### src/design/bhb_pkg.sv
// Purpose: Shared constants and carriers for the bridge header register bank.
// Assumes: Classic Wishbone slave with 32-bit data and byte addresses.
// Notes: Register indices are word indices; byte address is index times four.

package bhb_pkg;

    ////////////////////////////////////////////////////////////////////////////
    // Register word indices
    localparam logic [5:0] IDX_CACHE_LINE_SIZE = 6'h0C;
    localparam logic [5:0] IDX_PRIMARY_LATENCY_TIMER = 6'h0D;
    localparam logic [5:0] IDX_HEADER_TYPE = 6'h0E;
    localparam logic [5:0] IDX_SELF_TEST = 6'h0F;
    localparam logic [5:0] IDX_BASE_ADDRESS_ZERO = 6'h10;
    localparam logic [5:0] IDX_BASE_ADDRESS_ONE = 6'h14;
    localparam logic [5:0] IDX_UPSTREAM_BUS_NUMBER = 6'h18;
    localparam logic [5:0] IDX_DOWNSTREAM_BUS_NUMBER = 6'h19;
    localparam logic [5:0] IDX_HIGHEST_BUS_NUMBER = 6'h1A;
    localparam logic [5:0] IDX_DOWNSTREAM_LATENCY_TIMER = 6'h1B;
    localparam logic [5:0] IDX_IO_WINDOW_BASE = 6'h1C;
    localparam logic [5:0] IDX_IO_WINDOW_LIMIT = 6'h1D;
    localparam logic [5:0] IDX_LOCK_CTRL = 6'h20;

    ////////////////////////////////////////////////////////////////////////////
    // Field positions
    localparam int IO_CAP_BIT = 0;
    localparam int IO_WIN_LSB = 4;
    localparam int IO_WIN_MSB = 7;
    localparam int LOCK_BIT = 0;

    ////////////////////////////////////////////////////////////////////////////
    // Reset and fixed values
    localparam logic [7:0] RST_CACHE_LINE_SIZE = 8'h00;
    localparam logic [7:0] VAL_PRIMARY_LATENCY_TIMER = 8'h00;
    localparam logic [7:0] VAL_HEADER_TYPE = 8'h01;
    localparam logic [7:0] VAL_SELF_TEST = 8'h00;
    localparam logic [31:0] VAL_BASE_ADDRESS = 32'h0000_0000;
    localparam logic [7:0] RST_BUS_NUMBER = 8'h00;
    localparam logic [7:0] VAL_DOWNSTREAM_LATENCY_TIMER = 8'h00;
    localparam logic RST_IO_CAP = 1'b1;
    localparam logic [3:0] RST_IO_BASE = 4'hF;
    localparam logic [3:0] RST_IO_LIMIT = 4'h0;
    localparam logic RST_LOCK = 1'b0;
    localparam logic [11:0] IO_BASE_LOW = 12'h000;
    localparam logic [11:0] IO_LIMIT_LOW = 12'hFFF;
    localparam logic [15:0] IO_UPPER_ZERO = 16'h0000;

    ////////////////////////////////////////////////////////////////////////////
    // Carriers
    typedef struct packed {
        logic cyc;
        logic stb;
        logic we;
        logic [7:0] adr;
        logic [3:0] sel;
        logic [31:0] dat;
    } bhb_wb_req_t;

    typedef struct packed {
        logic valid;
        logic [31:0] addr;
    } bhb_io_chk_t;

    typedef struct packed {
        logic valid;
        logic hit;
    } bhb_io_fwd_t;

endpackage

### src/design/bhb_regs.sv
// Purpose: Bridge header register bank, bus numbers and I/O window decode.
// Assumes: Classic Wishbone master, one request at a time, same clock.
// Notes: Each register sits in the low bits of one aligned 32-bit word.
//
// What this block does
// [RL1] Cache line size: read/write, resets zero, inert.
// [RL2] Primary latency timer reads zero, read-only.
// [RL3] Header type reads 0x01, read-only.
// [RL4] Self-test byte reads zero, read-only.
// [RL5] Both base address words read zero.
// [RL6] Upstream bus number: read/write, resets zero.
// [RL7] Downstream bus number: read/write, resets zero.
// [RL8] Highest bus number: read/write, resets zero.
// [RL9] Downstream latency timer reads zero, read-only.
// [RL10] Addressing capability bit: resets one, lockable write.
// [RL11] Limit bit 0 mirrors addressing capability.
// [RL12] I/O window decides forwarding of I/O.
// [RL13] Window fields hold A[15:12]; limit low 0xFFF.
// [RL14] Base resets 0xF, limit 0x0: window empty.
// [RL15] Read-only writes ignored; bits 3:1 read zero.
// [RL16] Base low twelve bits taken as zero.
//
// The Wishbone interface to the registers was decided locally.

`timescale 1ns/1ps

module bhb_regs (
    input wire logic clk_i,
    input wire logic rst_i,
    input wire bhb_pkg::bhb_wb_req_t wb_req_i,
    output logic wb_ack_o,
    output logic [31:0] wb_dat_o,
    input wire bhb_pkg::bhb_io_chk_t io_chk_i,
    output bhb_pkg::bhb_io_fwd_t io_fwd_o
);
    import bhb_pkg::*;

    ////////////////////////////////////////////////////////////////////////////
    // Storage
    logic ack_r;
    logic [31:0] rd_r;
    logic [31:0] rd_nxt;
    logic [7:0] cache_line_size_r;
    logic [7:0] upstream_bus_number_r;
    logic [7:0] downstream_bus_number_r;
    logic [7:0] highest_bus_number_r;
    logic io_addressing_capability_r;
    logic [3:0] io_window_base_r;
    logic [3:0] io_window_limit_r;
    logic lock_r;
    bhb_io_fwd_t fwd_r;
    bhb_io_fwd_t fwd_nxt;

    logic acc;
    logic wr_lo;
    logic [5:0] idx;
    logic [7:0] base_byte;
    logic [7:0] limit_byte;
    logic [15:0] base_addr;
    logic [15:0] limit_addr;

    ////////////////////////////////////////////////////////////////////////////
    // Bus decode: a request is taken once, in the cycle before ack
    assign acc = wb_req_i.cyc && wb_req_i.stb && !ack_r;
    assign idx = wb_req_i.adr[7:2];
    assign wr_lo = acc && wb_req_i.we && wb_req_i.sel[0];

    // Assembled window bytes as software sees them
    assign base_byte = {io_window_base_r, 3'h0, io_addressing_capability_r}; // RL15
    assign limit_byte = {io_window_limit_r, 3'h0, io_addressing_capability_r}; // RL11

    // Window bounds, base aligned to 4 KB
    assign base_addr = {io_window_base_r, IO_BASE_LOW}; // RL16
    assign limit_addr = {io_window_limit_r, IO_LIMIT_LOW}; // RL13

    ////////////////////////////////////////////////////////////////////////////
    // Acknowledge: one cycle after the request, dropped the next cycle
    always_ff @(posedge clk_i) begin
        if (rst_i) begin
            ack_r <= 1'b0;
        end else begin
            ack_r <= acc;
        end
    end

    // Read data mux; unmapped and read-only zero words answer zero
    always_comb begin
        rd_nxt = 32'h0000_0000;
        unique case (idx)
            IDX_CACHE_LINE_SIZE: rd_nxt = {24'h000000, cache_line_size_r}; // RL1
            IDX_PRIMARY_LATENCY_TIMER: rd_nxt = {24'h000000, VAL_PRIMARY_LATENCY_TIMER}; // RL2
            IDX_HEADER_TYPE: rd_nxt = {24'h000000, VAL_HEADER_TYPE}; // RL3
            IDX_SELF_TEST: rd_nxt = {24'h000000, VAL_SELF_TEST}; // RL4
            IDX_BASE_ADDRESS_ZERO: rd_nxt = VAL_BASE_ADDRESS; // RL5
            IDX_BASE_ADDRESS_ONE: rd_nxt = VAL_BASE_ADDRESS; // RL5
            IDX_UPSTREAM_BUS_NUMBER: rd_nxt = {24'h000000, upstream_bus_number_r}; // RL6
            IDX_DOWNSTREAM_BUS_NUMBER: rd_nxt = {24'h000000, downstream_bus_number_r}; // RL7
            IDX_HIGHEST_BUS_NUMBER: rd_nxt = {24'h000000, highest_bus_number_r}; // RL8
            IDX_DOWNSTREAM_LATENCY_TIMER: rd_nxt = {24'h000000, VAL_DOWNSTREAM_LATENCY_TIMER}; // RL9
            IDX_IO_WINDOW_BASE: rd_nxt = {24'h000000, base_byte}; // RL15
            IDX_IO_WINDOW_LIMIT: rd_nxt = {24'h000000, limit_byte}; // RL11
            IDX_LOCK_CTRL: rd_nxt = {31'h00000000, lock_r};
            default: rd_nxt = 32'h0000_0000;
        endcase
    end

    // Read data register, loaded with the ack
    always_ff @(posedge clk_i) begin
        if (rst_i) begin
            rd_r <= 32'h0000_0000;
        end else if (acc && !wb_req_i.we) begin
            rd_r <= rd_nxt;
        end else if (!acc) begin
            rd_r <= 32'h0000_0000;
        end
    end

    ////////////////////////////////////////////////////////////////////////////
    // Cache line size, stored only, never used
    always_ff @(posedge clk_i) begin
        if (rst_i) begin
            cache_line_size_r <= RST_CACHE_LINE_SIZE;
        end else if (wr_lo && idx == IDX_CACHE_LINE_SIZE) begin
            cache_line_size_r <= wb_req_i.dat[7:0]; // RL1
        end
    end

    // Bus numbers
    always_ff @(posedge clk_i) begin
        if (rst_i) begin
            upstream_bus_number_r <= RST_BUS_NUMBER;
            downstream_bus_number_r <= RST_BUS_NUMBER;
            highest_bus_number_r <= RST_BUS_NUMBER;
        end else if (wr_lo) begin
            if (idx == IDX_UPSTREAM_BUS_NUMBER) begin
                upstream_bus_number_r <= wb_req_i.dat[7:0]; // RL6
            end
            if (idx == IDX_DOWNSTREAM_BUS_NUMBER) begin
                downstream_bus_number_r <= wb_req_i.dat[7:0]; // RL7
            end
            if (idx == IDX_HIGHEST_BUS_NUMBER) begin
                highest_bus_number_r <= wb_req_i.dat[7:0]; // RL8
            end
        end
    end

    // Register lock control
    always_ff @(posedge clk_i) begin
        if (rst_i) begin
            lock_r <= RST_LOCK;
        end else if (wr_lo && idx == IDX_LOCK_CTRL) begin
            lock_r <= wb_req_i.dat[LOCK_BIT];
        end
    end

    // Addressing capability, written only while unlocked
    always_ff @(posedge clk_i) begin
        if (rst_i) begin
            io_addressing_capability_r <= RST_IO_CAP; // RL10
        end else if (wr_lo && idx == IDX_IO_WINDOW_BASE && !lock_r) begin
            io_addressing_capability_r <= wb_req_i.dat[IO_CAP_BIT]; // RL10
        end
    end

    // Window fields; bits 3:1 and limit bit 0 are not stored
    always_ff @(posedge clk_i) begin
        if (rst_i) begin
            io_window_base_r <= RST_IO_BASE; // RL14
            io_window_limit_r <= RST_IO_LIMIT; // RL14
        end else if (wr_lo) begin
            if (idx == IDX_IO_WINDOW_BASE) begin
                io_window_base_r <= wb_req_i.dat[IO_WIN_MSB:IO_WIN_LSB]; // RL13
            end
            if (idx == IDX_IO_WINDOW_LIMIT) begin
                io_window_limit_r <= wb_req_i.dat[IO_WIN_MSB:IO_WIN_LSB]; // RL13
            end
        end
    end

    ////////////////////////////////////////////////////////////////////////////
    // Forwarding decision; with 32-bit capability upper address must be zero
    always_comb begin
        fwd_nxt.valid = io_chk_i.valid;
        fwd_nxt.hit = io_chk_i.valid
            && (io_chk_i.addr[15:0] >= base_addr)
            && (io_chk_i.addr[15:0] <= limit_addr)
            && (!io_addressing_capability_r || io_chk_i.addr[31:16] == IO_UPPER_ZERO); // RL12
    end

    // Decision register, one cycle after the query
    always_ff @(posedge clk_i) begin
        if (rst_i) begin
            fwd_r <= '0;
        end else begin
            fwd_r <= fwd_nxt;
        end
    end

    ////////////////////////////////////////////////////////////////////////////
    // Outputs
    assign wb_ack_o = ack_r;
    assign wb_dat_o = rd_r;
    assign io_fwd_o = fwd_r;
endmodule

### config.mk
export PLATFORM = sky130hd
export DESIGN_NAME = bhb_regs
export DESIGN_NICKNAME = d
export VERILOG_FILES = /design/src/design/bhb_pkg.sv /design/src/design/bhb_regs.sv
export SDC_FILE = /design/constraint.sdc
export NUM_CORES = 1
export LEC_CHECK = 0
export BUFFER_PORTS_ARGS = -buffer_cell sky130_fd_sc_hd__buf_2
export CORE_UTILIZATION = 52
export CTS_CLUSTER_SIZE = 16
export DETAILED_ROUTE_END_ITERATION = 10
export GPL_TIMING_DRIVEN = 0
export PLACE_DENSITY = 0.92
export SLEW_MARGIN = 20
export SYNTH_ARGS = -nofsm -noshare
export SYNTH_HDL_FRONTEND = slang
export SYNTH_SLANG_ARGS = --single-unit
### constraint.sdc
create_clock -name clk_i -period 4.2 [get_ports clk_i]
set_clock_uncertainty 0.15 [all_clocks]
set_input_delay 0.84 -clock clk_i [delete_from_list [all_inputs] [get_ports clk_i]]
set_output_delay 0.84 -clock clk_i [all_outputs]
set_load 0.03 [all_outputs]
==> impl_metrics.env <==
export IMPL_status="finished, final reports clean"
export IMPL_syn_cell_area_um2=2897
export IMPL_worst_pin_slew_ps=596.2
export IMPL_num_fill_cells=452
export IMPL_cp_required_ps=4230
export IMPL_antenna_found_initial=0
export IMPL_clk_pin_slew_ps=90
export IMPL_cts_htree_levels=2
export IMPL_grtUsageMet1_pct=32.62
export IMPL_cts_sinks=53
export IMPL_p_leak_nw=1.465
export IMPL_cp_max_fo=10
export IMPL_setup_violations_final=0
export IMPL_grt_ovfl_total=0
export IMPL_diodes=0
export IMPL_ioPinCount=117
export IMPL_finalCritPeriodShare_pct=55.39
export IMPL_portBuffers=61
export IMPL_holdBufCountCts=0
export IMPL_clkPwrFrac_pct=31.0
export IMPL_grt_pass1_vias=2787
export IMPL_cts_tree="yes"
export IMPL_worstPathArrival_ps=2350
export IMPL_fp_dieW_um=76.64
export IMPL_max_freq_mhz=429.8
export IMPL_worst_slack_ps=1873
export IMPL_hold_end="downstream_bus_number_r[4]"
export IMPL_sequentialPowerShare_pct=53.6
export IMPL_finish_utilization_pct=66.10
export IMPL_grt_max_degree=17
export IMPL_seq_area_frac_synth_pct=36.63
export IMPL_gp_congestion=0.9090
export IMPL_comb_power_share_pct=15.4
export IMPL_fin_hold_ws_ps=304.4
export IMPL_cellPowerDensity_nw_per_um2=271.5
export IMPL_final_layout_size_suffix_gt1_share_pct=24.34
export IMPL_nets=545
export IMPL_hold_class="reg -> reg"
export IMPL_min_delay_start="downstream_bus_number_r[4]"
export IMPL_rsz0062_at_grt="false"
export IMPL_r2r_end="highest_bus_number_r[0]"
export IMPL_drv_slew=0
export IMPL_num_rows=26
export IMPL_cts_buffers_inserted=5
export IMPL_layout_common_cells="nand2_1 (75), buf_2 (70), dfxtp_1 (53), a21oi_1 (44), buf_4 (27)"
export IMPL_synth_top_area_cell="dfxtp_1"
export IMPL_grt_total_usage_pct=27.27
export IMPL_ys_seq_elements=53
export IMPL_r2r_start="wb_ack_o"
export IMPL_pre_cts_ws_ps=1604
export IMPL_synth_warnings=0
export IMPL_dp_hpwl_um=5809
export IMPL_slew_headroom_pct=60.25
export IMPL_netlist_instances=364
export IMPL_ys_top_cells_by_area="dfxtp_1 (37%), nand2_1 (9.7%), a21oi_1 (7.6%), buf_4 (7.0%), nand3_1 (3.8%)"
export IMPL_ys_types=43
export IMPL_drcViolationCount=0
export IMPL_cts_root_buf="clkbuf_8"
export IMPL_insertion_delay_ps=320
export IMPL_power_share_switching_pct=28.05
export IMPL_die_h_um=76.64
export IMPL_period_needed_ps=2327
export IMPL_clockBufferDepth=2
export IMPL_dpl_cell_count=518
export IMPL_p_int_uw=676.4
export IMPL_drtAntennaViolNets=0
export IMPL_drt_iter0_markers=247
export IMPL_whs_path_depth=2
export IMPL_cts_resized=0
export IMPL_setup_tns_ps=0
export IMPL_routed_wl_um=7783
export IMPL_peakVddDrop_uv=255.7
export IMPL_fin_area_um2=3462
export IMPL_final_common_cell="nand2_1"
export IMPL_dpl_cell_area_um2=3376
export IMPL_start_util_pct=55.30
export IMPL_r2r_cells=7
export IMPL_p_sw_uw=263.6
export IMPL_totalPowerFinal_uw=940.0
export IMPL_cts_setup_buffers=0
export IMPL_use_met3_pct=6.228
export IMPL_firstDrtPassIters=5
export IMPL_vias=2984
export IMPL_grt_pass1_wl_um=12840
export IMPL_critPathKind="in -> reg"
export IMPL_viasPerCell=5.673
export IMPL_final_cells=526
export IMPL_hold_viol_final=0
export IMPL_start_kind="input pin"
export IMPL_top_usage_layer="met2"
export IMPL_synth_top_area_share_pct=36.63
export IMPL_die_area_um2=5873
export IMPL_end_kind="flop"
export IMPL_syn_avg_cell_area_um2=7.957
export IMPL_area_delta_synth_final_pct=19.52
export IMPL_core_um2=5238
export IMPL_wl_per_cell_um=14.80
export IMPL_grtUsageMet2_pct=46.94
export IMPL_maxCapViolCount=0
export IMPL_rrSetupSlack_ps=2250
-- Yosys cell counts, drive strengths merged --
library cell and instances:
nand2 75, dfxtp 53, a21oi 44, buf 36, nand3 22, nor2 14, inv 13, clkbuf 10
a221oi 9, mux2i 9, o21ai 9, ha 8, nand4 6, nor4 6, a211o 4, a211oi 4
and2 4, nor2b 4, a222oi 3, a2bb2oi 3, and4b 3, nand3b 3, a2111oi 2, a21o 2
and3 2, nor4b 2, or3 2, a32o 1, a41oi 1, and3b 1, and4bb 1, conb 1
nand2b 1, nor3 1, nor4bb 1, o2111a 1, o21a 1, o32ai 1, xnor2 1
-- state kept, by name, indices dropped and copies added (netlist names) --
register                    count
io_window_base_r                4
wb_dat_o                        8
cache_line_size_r               8
wb_ack_o                        1
downstream_bus_number_r         8
upstream_bus_number_r           8
io_addressing_capability_r      1
io_window_limit_r               4
lock_r                          1
io_fwd_o                        2
highest_bus_number_r            8
-- worst max path at each step --
| stage | from | to |
|---|---|---|
| after floorplan | wb_req_i[42] | wb_dat_o[6] |
| after global placement | wb_req_i[39] | cache_line_size_r[3] |
| after detailed placement | wb_req_i[39] | cache_line_size_r[3] |
| after CTS | wb_req_i[40] | wb_dat_o[2] |
| after global routing | wb_req_i[39] | cache_line_size_r[0] |
| final | wb_req_i[43] | cache_line_size_r[0] |
-- cell families after synthesis --
kind of cell               after synthesis  share of synthesized area [%]
AOI/OAI and AO/OA                       85                          19.91
xor gates and xnor gates                 1                         0.3024
adders and majority gates                8                          3.456
buffers and inverters                   59                          11.53
DFF                                     53                          36.63
muxes                                    9                          3.110
other                                    1                         0.1295
and+or+nand+nor                        148                          24.92
-- area by class of cell --
cell class / instances / area, um^2 / share of cell area (%)
tap: 70 / 87.58 / 2.530
inverter: 13 / 48.80 / 1.409
buffer: 46 / 285.3 / 8.240
clock inverter: 2 / 13.76 / 0.3975
timing repair buffer: 61 / 305.3 / 8.818
sequential: 53 / 1061 / 30.65
multi-input combinational: 275 / 1588 / 45.86
clock buffer: 6 / 72.57 / 2.096
-- per-layer routing --
layer  vias to the layer above  wire length, um
li1                       1421                -
met1                      1370             3017
met2                       175             3841
met3                        18              749
met4                         0              175
met5                         -                0
-- worst max-delay path, stage by stage --
cell	delay (ps)
buf_2	120
nand2b_1	190
nor4bb_1	270
buf_2	250
buf_2	250
nand2_1	230
nand2_1	140
a21oi_1	70
-- power by group through the flow --
stage          clock network, mW  logic (mW)  registers (mW)
6_report                   0.291       0.145           0.504
5_1_grt                    0.313       0.156           0.504
4_1_cts                    0.294       0.142           0.504
3_5_place_dp                   0       0.141           0.516
3_3_place_gp                   0       0.137           0.515
2_1_floorplan                  0      0.0902           0.517
(Power assumes the default switching activity.)
